`config.mk`:
```
export PLATFORM = sky130hd
export DESIGN_NAME = cpb_dev_flat
export DESIGN_NICKNAME = d
export VERILOG_FILES = /design/src/cpb_pkg.sv /design/src/cpb_if.sv /design/src/cpb_dev.sv /design/src/flat_wrapper.sv
export VERILOG_INCLUDE_DIRS = /design/src
export SDC_FILE = /design/constraint.sdc
export NUM_CORES = 1
export LEC_CHECK = 0
export BUFFER_PORTS_ARGS = -buffer_cell sky130_fd_sc_hd__buf_2
export CAP_MARGIN = 20
export CORE_AREA = 4 4 164 166
export DETAILED_ROUTE_END_ITERATION = 12
export DIE_AREA = 0 0 168 170
export PLACE_DENSITY = 0.69
export SLEW_MARGIN = 20
export SYNTH_ARGS = -nofsm -noshare
export SYNTH_HDL_FRONTEND = slang
export SYNTH_SLANG_ARGS = --single-unit
export TNS_END_PERCENT = 20
```
`constraint.sdc`:
```
create_clock -name clk -period 4.8 [get_ports clk]
set_input_delay 0.24 -clock clk [delete_from_list [all_inputs] [get_ports clk]]
set_output_delay 0.24 -clock clk [all_outputs]
set_load 0.005 [all_outputs]
```
`src/cpb_bus_regs.svh`:
```
// Constants for the core to peripheral logic bus: beat counts, masks, sizes.
// Assumes it is included by the package and by the bus property checks.
`ifndef CPB_BUS_REGS_SVH
`define CPB_BUS_REGS_SVH
`define CPB_SINGLE 4'h1
`define CPB_DOUBLE 4'h2
`define CPB_BURST64 4'h4
`define CPB_BURST32 4'h8
`define CPB_SZ_WORD 4'h4
`define CPB_SZ_DWORD 4'h8
`define CPB_LANES64 4'h8
`define CPB_LANES32 4'h4
`define CPB_LINE_MASK 32'hFFFF_FFE0
`define CPB_DBL_MASK 32'hFFFF_FFF8
`define CPB_QDEPTH 2
`define CPB_BUS_DIV 1
`endif

```
`src/cpb_pkg.sv`:
```
// Types shared by both ends of the core to peripheral logic bus.
// Assumes cpb_bus_regs.svh sits in the same folder.
`include "cpb_bus_regs.svh"
package cpb_pkg;
  // Transfer type carried with each address tenure
  typedef enum logic [1:0] {
    CPB_TT_READ = 2'h0,
    CPB_TT_WRITE = 2'h1,
    CPB_TT_AONLY = 2'h2
  } cpb_tt_t;

  // Peripheral side address tenure states, Gray along idle-grant-ack
  typedef enum logic [1:0] {
    CPB_A_IDLE = 2'b00,
    CPB_A_GRANT = 2'b01,
    CPB_A_ACK = 2'b11,
    CPB_A_SNOOP = 2'b10
  } cpb_afsm_t;

  // Peripheral side data tenure states
  typedef enum logic [1:0] {
    CPB_D_IDLE = 2'b00,
    CPB_D_GRANT = 2'b01,
    CPB_D_BEAT = 2'b11,
    CPB_D_END = 2'b10
  } cpb_dfsm_t;

  // Core side address tenure states
  typedef enum logic [1:0] {
    CPB_C_IDLE = 2'b00,
    CPB_C_REQ = 2'b01,
    CPB_C_START = 2'b11,
    CPB_C_WAIT = 2'b10
  } cpb_cfsm_t;

  // Beats in one data tenure for the selected width
  function automatic logic [3:0] cpb_beats(input logic w64, input logic bst, input logic [3:0] sz);
    logic [3:0] n;
    n = `CPB_SINGLE;
    if (bst) begin
      n = w64 ? `CPB_BURST64 : `CPB_BURST32;
    end else if (!w64 && sz == `CPB_SZ_DWORD) begin
      n = `CPB_DOUBLE;
    end
    return n;
  endfunction
endpackage

```
`src/cpb_if.sv`:
```
// Signal bundle between the core end and the peripheral logic end.
// Assumes both ends share clk; bus_ce marks each bus clock.
`timescale 1ns/1ps
interface cpb_if;
  import cpb_pkg::*;
  // Bus clock enable from the peripheral side divider
  logic bus_ce;
  // Address arbitration and start
  logic br;
  logic bg;
  logic ts;
  // Address transfer and attributes
  logic [31:0] addr;
  cpb_tt_t tt;
  logic [3:0] tsiz;
  logic tbst;
  logic ci;
  logic wt;
  // Address termination
  logic aack;
  // Data arbitration, transfer and termination
  logic dbg;
  logic [63:0] dw;
  logic [63:0] dr;
  logic ta;
  logic tea;
  // Snoop of PCI memory accesses
  logic snp_ts;
  logic [31:0] snp_addr;
  logic snp_wr;
  // Processor state
  logic qreq;
  logic qack;

  modport dev (output bus_ce, bg, aack, dbg, dr, ta, tea, snp_ts, snp_addr, snp_wr, qack,
               input br, ts, addr, tt, tsiz, tbst, ci, wt, dw, qreq);
  modport core (input bus_ce, bg, aack, dbg, dr, ta, tea, snp_ts, snp_addr, snp_wr, qack,
                output br, ts, addr, tt, tsiz, tbst, ci, wt, dw, qreq);
endinterface

```
`src/cpb_dev.sv`:
```
// Peripheral logic end of the core bus: arbitration, ordered data beats, snoop.
// Assumes one clk for both ends; the bus runs on bus_ce from the divider here.
// What this block does
// [RULE1] Width fixed 32 or 64 at power-up
// [RULE2] Every transaction carries 32-bit address, attributes
// [RULE3] 32-bit width: 8/16/24/32-bit single clock transfers
// [RULE4] 32-bit width: single, two or eight beats
// [RULE5] 32-bit noncached accesses use single/double beats
// [RULE6] 32-bit cache line moves as eight beats
// [RULE7] 64-bit width: 8 to 64-bit single clock transfers; 40, 48 and 56-bit sizes end in tea
// [RULE8] 64-bit: single or four beats, noncached single
// [RULE9] 64-bit cache line moves as four beats
// [RULE10] Address tenure overlaps earlier data tenure
// [RULE11] Address-only transactions carry no data tenure
// [RULE12] PCI memory accesses shown for snoop, if enabled
// [RULE13] Bus runs synchronous at a divided rate
// [RULE14] Nine control signal groups on the bus
// [RULE15] Data follows its address, in address order
`timescale 1ns/1ps
module cpb_dev #(
  parameter int BUS_DIV = `CPB_BUS_DIV,
  parameter int QD = `CPB_QDEPTH
) (
  // Clock and reset
  input wire logic clk,
  input wire logic rst,
  // Width strap, sampled while in reset
  input wire logic strap_wide64,
  // Bus
  cpb_if.dev bus,
  // PCI snoop requests
  input wire logic snoop_en,
  input wire logic pci_req,
  input wire logic [31:0] pci_addr,
  input wire logic pci_wr,
  output logic pci_ack,
  // Memory side, one request per beat
  output logic mem_req,
  output logic mem_we,
  output logic [31:0] mem_addr,
  output logic [7:0] mem_be,
  output logic [63:0] mem_wdata,
  input wire logic mem_ack,
  input wire logic [63:0] mem_rdata,
  // Events
  output logic aonly_seen,
  output logic bus_err
);
  import cpb_pkg::*;
  localparam int PW = $clog2(QD);

  // ****************************************
  // Bus clock divider
  // ****************************************
  logic [7:0] div_ff, nxt_div;
  logic wide_ff;

  // Core side ratio is a plain divide of clk, so both ends stay in step
  always_comb begin
    nxt_div = (div_ff == 8'(BUS_DIV - 1)) ? 8'h0 : div_ff + 8'h1; // [RULE13]
  end

  always_ff @(posedge clk) begin
    if (rst) begin
      div_ff <= 8'h0;
      wide_ff <= strap_wide64; // [RULE1]
    end else begin
      div_ff <= nxt_div;
    end
  end

  assign bus.bus_ce = div_ff == 8'h0; // [RULE13]

  // ****************************************
  // Address tenure and snoop
  // ****************************************
  cpb_afsm_t a_ff, nxt_a;
  logic bg_ff, nxt_bg, aack_ff, nxt_aack, snp_ff, nxt_snp, snw_ff, nxt_snw;
  logic [31:0] sna_ff, nxt_sna;
  logic pack_ff, nxt_pack, aon_ff, nxt_aon, push, bad, full;
  logic [PW:0] wp_ff, nxt_wp, rp_ff, nxt_rp;
  logic [3:0] lane, lanes, nbeats;
  logic [31:0] q_addr [QD];
  logic [3:0] q_sz [QD];
  logic [3:0] q_beats [QD];
  logic q_wr [QD];
  logic q_bst [QD];
  logic q_err [QD];

  assign full = (wp_ff - rp_ff) == (PW + 1)'(QD);
  assign lanes = wide_ff ? `CPB_LANES64 : `CPB_LANES32;
  assign lane = wide_ff ? {1'b0, bus.addr[2:0]} : {2'b00, bus.addr[1:0]};
  assign nbeats = cpb_beats(wide_ff, bus.tbst, bus.tsiz); // [RULE4] [RULE6] [RULE8] [RULE9]

  // Unsupported sizes, lane overruns, misaligned doublewords and bursts marked noncached or write-through end in tea
  always_comb begin
    bad = 1'b0;
    if (bus.tbst) begin
      bad = bus.ci || bus.wt; // [RULE5] [RULE8]
    end else if (bus.tsiz == `CPB_SZ_DWORD) begin
      bad = bus.addr[2:0] != 3'h0; // [RULE7]
    end else begin
      bad = bus.tsiz == 4'h0 || bus.tsiz > `CPB_SZ_WORD || lane + bus.tsiz > lanes; // [RULE3]
    end
  end

  // Snoop wins over a new core grant when both are pending
  always_comb begin
    nxt_a = a_ff;
    nxt_bg = bg_ff;
    nxt_aack = aack_ff;
    nxt_snp = snp_ff;
    nxt_sna = sna_ff;
    nxt_snw = snw_ff;
    nxt_pack = 1'b0;
    nxt_aon = 1'b0;
    push = 1'b0;
    nxt_wp = wp_ff;
    if (bus.bus_ce) begin
      unique case (a_ff)
        CPB_A_IDLE: if (pci_req && !pack_ff && snoop_en) begin
          nxt_snp = 1'b1; // [RULE12]
          nxt_sna = pci_addr;
          nxt_snw = pci_wr;
          nxt_a = CPB_A_SNOOP;
        end else if (pci_req && !pack_ff) begin
          nxt_pack = 1'b1;
        end else if (bus.br && !full) begin
          nxt_bg = 1'b1; // [RULE14]
          nxt_a = CPB_A_GRANT;
        end
        CPB_A_GRANT: if (bus.ts) begin
          nxt_bg = 1'b0;
          nxt_aack = 1'b1; // [RULE2]
          push = bus.tt != CPB_TT_AONLY; // [RULE11]
          nxt_aon = bus.tt == CPB_TT_AONLY;
          nxt_wp = push ? wp_ff + 1'b1 : wp_ff; // [RULE10]
          nxt_a = CPB_A_ACK;
        end
        CPB_A_ACK: begin
          nxt_aack = 1'b0;
          nxt_a = CPB_A_IDLE;
        end
        CPB_A_SNOOP: begin
          nxt_snp = 1'b0;
          nxt_pack = 1'b1;
          nxt_a = CPB_A_IDLE;
        end
      endcase
    end
  end

  // Address registers and the in-order tenure queue
  always_ff @(posedge clk) begin
    if (rst) begin
      a_ff <= CPB_A_IDLE;
      bg_ff <= 1'b0;
      aack_ff <= 1'b0;
      snp_ff <= 1'b0;
      sna_ff <= 32'h0;
      snw_ff <= 1'b0;
      pack_ff <= 1'b0;
      aon_ff <= 1'b0;
      wp_ff <= '0;
    end else begin
      a_ff <= nxt_a;
      bg_ff <= nxt_bg;
      aack_ff <= nxt_aack;
      snp_ff <= nxt_snp;
      sna_ff <= nxt_sna;
      snw_ff <= nxt_snw;
      pack_ff <= nxt_pack;
      aon_ff <= nxt_aon;
      wp_ff <= nxt_wp;
    end
    if (push) begin
      q_addr[wp_ff[PW-1:0]] <= bus.addr;
      q_sz[wp_ff[PW-1:0]] <= bus.tsiz;
      q_beats[wp_ff[PW-1:0]] <= nbeats;
      q_wr[wp_ff[PW-1:0]] <= bus.tt == CPB_TT_WRITE;
      q_bst[wp_ff[PW-1:0]] <= bus.tbst;
      q_err[wp_ff[PW-1:0]] <= bad;
    end
  end

  // ****************************************
  // Data tenure
  // ****************************************
  cpb_dfsm_t d_ff, nxt_d;
  logic dbg_ff, nxt_dbg, ta_ff, nxt_ta, tea_ff, nxt_tea, got_ff, nxt_got, qack_ff, nxt_qack;
  logic [3:0] beat_ff, nxt_beat;
  logic [63:0] dr_ff, nxt_dr;
  logic [PW-1:0] h;
  logic [31:0] start;
  logic [15:0] mask;

  assign h = rp_ff[PW-1:0];

  // Each beat waits for memory, then shows ta for exactly one bus clock
  always_comb begin
    nxt_d = d_ff;
    nxt_dbg = dbg_ff;
    nxt_ta = ta_ff;
    nxt_tea = tea_ff;
    nxt_got = got_ff;
    nxt_beat = beat_ff;
    nxt_dr = dr_ff;
    nxt_rp = rp_ff;
    nxt_qack = qack_ff;
    if (mem_req && mem_ack) begin
      nxt_got = 1'b1;
      nxt_dr = wide_ff ? mem_rdata : {32'h0, mem_rdata[31:0]};
    end
    if (bus.bus_ce) begin
      nxt_qack = bus.qreq && a_ff == CPB_A_IDLE && d_ff == CPB_D_IDLE && wp_ff == rp_ff;
      unique case (d_ff)
        CPB_D_IDLE: if (wp_ff != rp_ff) begin
          nxt_dbg = 1'b1; // [RULE15]
          nxt_beat = 4'h0;
          nxt_d = CPB_D_GRANT;
        end
        CPB_D_GRANT: begin
          nxt_dbg = 1'b0;
          nxt_tea = q_err[h];
          nxt_d = q_err[h] ? CPB_D_END : CPB_D_BEAT;
        end
        CPB_D_BEAT: if (ta_ff) begin
          nxt_ta = 1'b0;
          nxt_beat = beat_ff + 4'h1;
          if (beat_ff == q_beats[h] - 4'h1) begin
            nxt_rp = rp_ff + 1'b1; // [RULE15]
            nxt_d = CPB_D_IDLE;
          end
        end else if (got_ff) begin
          nxt_ta = 1'b1; // [RULE3] [RULE7]
          nxt_got = 1'b0;
        end
        CPB_D_END: begin
          nxt_tea = 1'b0;
          nxt_rp = rp_ff + 1'b1;
          nxt_d = CPB_D_IDLE;
        end
      endcase
    end
  end

  // Data registers
  always_ff @(posedge clk) begin
    if (rst) begin
      d_ff <= CPB_D_IDLE;
      dbg_ff <= 1'b0;
      ta_ff <= 1'b0;
      tea_ff <= 1'b0;
      got_ff <= 1'b0;
      beat_ff <= 4'h0;
      dr_ff <= 64'h0;
      rp_ff <= '0;
      qack_ff <= 1'b0;
    end else begin
      d_ff <= nxt_d;
      dbg_ff <= nxt_dbg;
      ta_ff <= nxt_ta;
      tea_ff <= nxt_tea;
      got_ff <= nxt_got;
      beat_ff <= nxt_beat;
      dr_ff <= nxt_dr;
      rp_ff <= nxt_rp;
      qack_ff <= nxt_qack;
    end
  end

  // Beat address walks a line for bursts, a doubleword for double beats
  always_comb begin
    start = q_bst[h] ? (q_addr[h] & `CPB_LINE_MASK) : (q_addr[h] & `CPB_DBL_MASK); // [RULE6] [RULE9]
    mem_addr = q_addr[h];
    mask = 16'h0;
    if (q_beats[h] != `CPB_SINGLE) begin
      mem_addr = start + (wide_ff ? 32'({beat_ff, 3'b000}) : 32'({beat_ff, 2'b00}));
      mem_be = wide_ff ? 8'hFF : 8'h0F;
    end else begin
      mask = (16'h1 << q_sz[h]) - 16'h1;
      mask = mask << (wide_ff ? q_addr[h][2:0] : {1'b0, q_addr[h][1:0]});
      mem_be = mask[7:0]; // [RULE3] [RULE7]
    end
  end

  // Outputs
  assign mem_req = d_ff == CPB_D_BEAT && !got_ff && !ta_ff;
  assign mem_we = q_wr[h];
  assign mem_wdata = wide_ff ? bus.dw : {32'h0, bus.dw[31:0]};
  assign bus.bg = bg_ff;
  assign bus.aack = aack_ff;
  assign bus.dbg = dbg_ff;
  assign bus.dr = dr_ff;
  assign bus.ta = ta_ff;
  assign bus.tea = tea_ff;
  assign bus.snp_ts = snp_ff;
  assign bus.snp_addr = sna_ff;
  assign bus.snp_wr = snw_ff;
  assign bus.qack = qack_ff;
  assign pci_ack = pack_ff;
  assign aonly_seen = aon_ff;
  assign bus_err = tea_ff;
endmodule

```
`src/flat_wrapper.sv`:
```
// flat-port wrapper written by rule: the top's interface ports become plain ports
module cpb_dev_flat import cpb_pkg::*;
#(
  parameter int BUS_DIV = `CPB_BUS_DIV,
  parameter int QD = `CPB_QDEPTH
)
  (clk, rst, strap_wide64, snoop_en, pci_req, pci_addr, pci_wr, pci_ack, mem_req, mem_we, mem_addr, mem_be, mem_wdata, mem_ack, mem_rdata, aonly_seen, bus_err, bus_bus_ce, bus_bg, bus_aack, bus_dbg, bus_dr, bus_ta, bus_tea, bus_snp_ts, bus_snp_addr, bus_snp_wr, bus_qack, bus_br, bus_ts, bus_addr, bus_tt, bus_tsiz, bus_tbst, bus_ci, bus_wt, bus_dw, bus_qreq);
  cpb_if bus_i ();
  input wire logic clk;
  input wire logic rst;
  input wire logic strap_wide64;
  input wire logic snoop_en;
  input wire logic pci_req;
  input wire logic [31:0] pci_addr;
  input wire logic pci_wr;
  output logic pci_ack;
  output logic mem_req;
  output logic mem_we;
  output logic [31:0] mem_addr;
  output logic [7:0] mem_be;
  output logic [63:0] mem_wdata;
  input wire logic mem_ack;
  input wire logic [63:0] mem_rdata;
  output logic aonly_seen;
  output logic bus_err;
  output wire logic [$bits(bus_i.bus_ce)-1:0] bus_bus_ce;
  output wire logic [$bits(bus_i.bg)-1:0] bus_bg;
  output wire logic [$bits(bus_i.aack)-1:0] bus_aack;
  output wire logic [$bits(bus_i.dbg)-1:0] bus_dbg;
  output wire logic [$bits(bus_i.dr)-1:0] bus_dr;
  output wire logic [$bits(bus_i.ta)-1:0] bus_ta;
  output wire logic [$bits(bus_i.tea)-1:0] bus_tea;
  output wire logic [$bits(bus_i.snp_ts)-1:0] bus_snp_ts;
  output wire logic [$bits(bus_i.snp_addr)-1:0] bus_snp_addr;
  output wire logic [$bits(bus_i.snp_wr)-1:0] bus_snp_wr;
  output wire logic [$bits(bus_i.qack)-1:0] bus_qack;
  input wire logic [$bits(bus_i.br)-1:0] bus_br;
  input wire logic [$bits(bus_i.ts)-1:0] bus_ts;
  input wire logic [$bits(bus_i.addr)-1:0] bus_addr;
  input wire logic [$bits(bus_i.tt)-1:0] bus_tt;
  input wire logic [$bits(bus_i.tsiz)-1:0] bus_tsiz;
  input wire logic [$bits(bus_i.tbst)-1:0] bus_tbst;
  input wire logic [$bits(bus_i.ci)-1:0] bus_ci;
  input wire logic [$bits(bus_i.wt)-1:0] bus_wt;
  input wire logic [$bits(bus_i.dw)-1:0] bus_dw;
  input wire logic [$bits(bus_i.qreq)-1:0] bus_qreq;
  assign bus_bus_ce = bus_i.bus_ce;
  assign bus_bg = bus_i.bg;
  assign bus_aack = bus_i.aack;
  assign bus_dbg = bus_i.dbg;
  assign bus_dr = bus_i.dr;
  assign bus_ta = bus_i.ta;
  assign bus_tea = bus_i.tea;
  assign bus_snp_ts = bus_i.snp_ts;
  assign bus_snp_addr = bus_i.snp_addr;
  assign bus_snp_wr = bus_i.snp_wr;
  assign bus_qack = bus_i.qack;
  assign bus_i.br = bus_br;
  assign bus_i.ts = bus_ts;
  assign bus_i.addr = bus_addr;
  assign bus_i.tt = bus_tt;
  assign bus_i.tsiz = bus_tsiz;
  assign bus_i.tbst = bus_tbst;
  assign bus_i.ci = bus_ci;
  assign bus_i.wt = bus_wt;
  assign bus_i.dw = bus_dw;
  assign bus_i.qreq = bus_qreq;
  cpb_dev #(.BUS_DIV(BUS_DIV), .QD(QD)) u_core (.clk(clk), .rst(rst), .strap_wide64(strap_wide64), .bus(bus_i), .snoop_en(snoop_en), .pci_req(pci_req), .pci_addr(pci_addr), .pci_wr(pci_wr), .pci_ack(pci_ack), .mem_req(mem_req), .mem_we(mem_we), .mem_addr(mem_addr), .mem_be(mem_be), .mem_wdata(mem_wdata), .mem_ack(mem_ack), .mem_rdata(mem_rdata), .aonly_seen(aonly_seen), .bus_err(bus_err));
endmodule
```
==> results_dict.tcl <==
set metrics [dict create \
    num_rows 59 \
    die_w_um 168 \
    cts_sinks 215 \
    ant_nets 0 \
    placement.io_buffers 360 \
    drtIter0Drc 464 \
    yosys.cell_types.count 70 \
    first_pass_iters 5 \
    post_cts_buffers 0 \
    dieHeight_um 170 \
    drc 0 \
    placed_cells 1691 \
    cp-start-kind "flip-flop" \
    nFillCells 2192 \
    syn_avg_cell_area_um2 9.538 \
    path_cells "nor3b_1, nor2_1, or3_1, ha_1, nand3_1, xor2_1, a22oi_1, nor2_1, o41ai_1, buf_2" \
    finalClockSkew_ns 0.02138 \
    max_freq_mhz 254.3 \
    antenna_found_initial 2 \
    power.density_nw_per_um2 356.4 \
    endpoint_kind "output pin" \
    via_per_inst 5.137 \
    core_um2 25620 \
    final_cells 1870 \
    status "finished clean" \
    cp_common_cell "nor2_1" \
    drv_slew 0 \
    crit_required_ns 4.56 \
    cts_tree "done" \
    irDropWorstVdd_uv 289.9 \
    yosys_register_bits 215 \
    place_congestion 0.8508 \
    setup_violations 0 \
    cts_resized 0 \
    hold_violations 0 \
    relSlewSlack 0.3562 \
    cts_buffers 25 \
    wl_um 31510 \
    clk_pin_slew_ns 0.06 \
    cp_slowest_cell "dfxtp_4" \
    postSynthCellCount 1078 \
    routedWlPerCell_um 16.85 \
    rsz0062_at_grt "false" \
    worstSkewPairLatency_ns 0.52 \
    hold_ws_ns 0.02716 \
    max-clock-path-buffers 3 \
    power_leakage_uw 0.005810 \
    grt_overflow 0 \
    io_pins 425 \
    drive_gt1_frac 0.2879 \
    crit_path_max_fanout 58 \
    worst_hold_path_type "in -> reg" \
    cts_root_buffer "clkbuf_16" \
    dp_hpwl_um 21180 \
    arrival_ns 3.69 \
    grt_pass1_wl_um 49800 \
    vias 9607 \
    syn-cell-area_um2 10280 \
    finalCritPeriodShare 0.8193 \
    synth_edf_count 87 \
    dieArea_um2 28560 \
    htree_levels 1 \
    min_period_ns 3.933 \
    max_cap_violations 0 \
    synth_ff_type "dfxtp_1" \
    worstSetupPathType "reg -> out" \
    grt_max_degree 90 \
    mostFrequentLayoutCells "buf_2, nand2_1, dlygate4sd3_1, dfxtp_1, a21oi_1" \
    nNetsFinal 1747 \
    area_delta_synth_final_pct 38.29 \
    max_stage_delay_ns 0.81 \
    layout_commonest_cell "buf_2" \
    first_global_vias 9671 \
    synth_nets 1311 \
    async_flop_share 0 \
    yosys_warnings 0 \
    tightestPinTransition_ns 0.9656 \
    yosysSeqAreaShare 0.5033 \
    final_core_util 0.5551 \
    track_usage 0.2076 \
    fin_tns_setup_ns 0 \
    start_util 0.4014 \
]
[metal layers]
metal | vias to the layer above | global-route usage | wire length (µm)
met5 | - | 0 | 0
met3 | 73 | 0.05993 | 2622
met4 | 0 | 0.06246 | 857
li1 | 4601 | - | -
met2 | 387 | 0.3543 | 15340
met1 | 4546 | 0.2562 | 12690
[flip-flops by register name, summed over array words and instances, names as in the netlist, 4 cells and up, named ones only]
| signal | flops |
|---|---|
| u_core.bus.dr | 64 |
| u_core.bus.snp_addr | 32 |
| u_core.div_ff | 8 |
| u_core.beat_ff | 4 |
| u_core.q_sz | 8 |
| u_core.q_beats | 8 |
| u_core.q_addr | 64 |
[power by group]
group	leakage, µW	internal [µW]	switching [µW]
Combinational	0.00360	516	585
Clock	0.000382	1090	737
Sequential	0.00182	2030	110
Total	0.00581	3640	1430
[metrics by stage]
step | worst slack (ns) | total power (µW) | area, µm²
6_report | 0.8673 | 5068 | 14220
3_3_place_gp | 1.568 | 3157 | 12110
2_1_floorplan | 1.250 | 2823 | 10280
5_1_grt | 0.6042 | 5324 | 14220
3_5_place_dp | 1.446 | 3173 | 12110
4_1_cts | 0.8585 | 5099 | 14210
[synthesized netlist by cell type (all sizes together), types with 11 or more instances]
library cell / instances / area [µm²]
nand2: 197 / 744.5
dfxtp: 128 / 2562
a21oi: 124 / 620.6
edfxtp: 87 / 2613
nand3: 58 / 290.3
buf: 46 / 317.8
clkbuf: 46 / 172.7
nor2: 45 / 168.9
and2: 40 / 250.2
mux2i: 37 / 370.4
xor2: 27 / 236.5
xnor2: 24 / 210.2
o21ai: 21 / 105.1
ha: 20 / 250.2
mux2: 17 / 191.4
inv: 16 / 60.06
nor2b: 14 / 87.58
nor3: 14 / 70.07
nand2b: 11 / 68.82
[final timing paths]
kind                                          to  cells after the start                           start  slack [ns]
hold reg to reg   u_core.bus.dr[38]$_SDFFE_PP0P_                      2  u_core.bus.dr[38]$_SDFFE_PP0P_        0.45
hold / removal       u_core.q_sz[1][0]$_DFFE_PP_                      1                     bus_tsiz[0]        0.03
setup reg to reg       u_core.q_err[0]$_DFFE_PP_                      9        u_core.wide_ff$_DFFE_PP_        1.81
setup / recovery                       mem_be[6]                     10                       flip-flop        0.87
[timing repair]
| action | 4_1_cts | 5_1_grt |
|---|---|---|
| endpoints found under the setup margin | 0 | 0 |
| hold buffers | 131 | 0 |
| endpoints found under the hold margin | 162 | 0 |
[area by class of cell]
class / count / area [µm²] / share of cell area
Sequential cell: 215 / 5179 / 0.3642
Inverter: 16 / 60.06 / 0.004223
Multi-Input combinational cell: 755 / 4571 / 0.3214
Timing Repair Buffer: 501 / 3191 / 0.2244
Clock inverter: 13 / 121.4 / 0.008535
Clock buffer: 32 / 671.9 / 0.04725
Tap cell: 335 / 419.2 / 0.02948
Antenna cell: 3 / 7.507 / 0.0005279
[cell families (layout without fill, tap and decap cells)]
kind of cell | Yosys count | count (layout) | synth area share
adders and majority gates | 22 | 22 | 0.02823
and+or+nand+nor | 430 | 430 | 0.2055
muxes | 54 | 54 | 0.05464
xor gates and xnor gates | 51 | 51 | 0.04344
AOI/OAI and AO/OA | 198 | 198 | 0.1113
other | 0 | 3 | 0
DFF | 215 | 215 | 0.5033
buffers and inverters | 108 | 562 | 0.05354
[worst max-delay path: cells and delay by family (launching register included)]
family	cells	cell delay, ns
AND/OR/NAND/NOR	5	1.18
flip-flops	1	0.81
AO/OA/AOI/OAI	2	0.58
adder cells (fa/ha/maj)	1	0.32
buffers and inverters	1	0.19
XOR/XNOR	1	0.07
(Power assumes the default switching activity.)
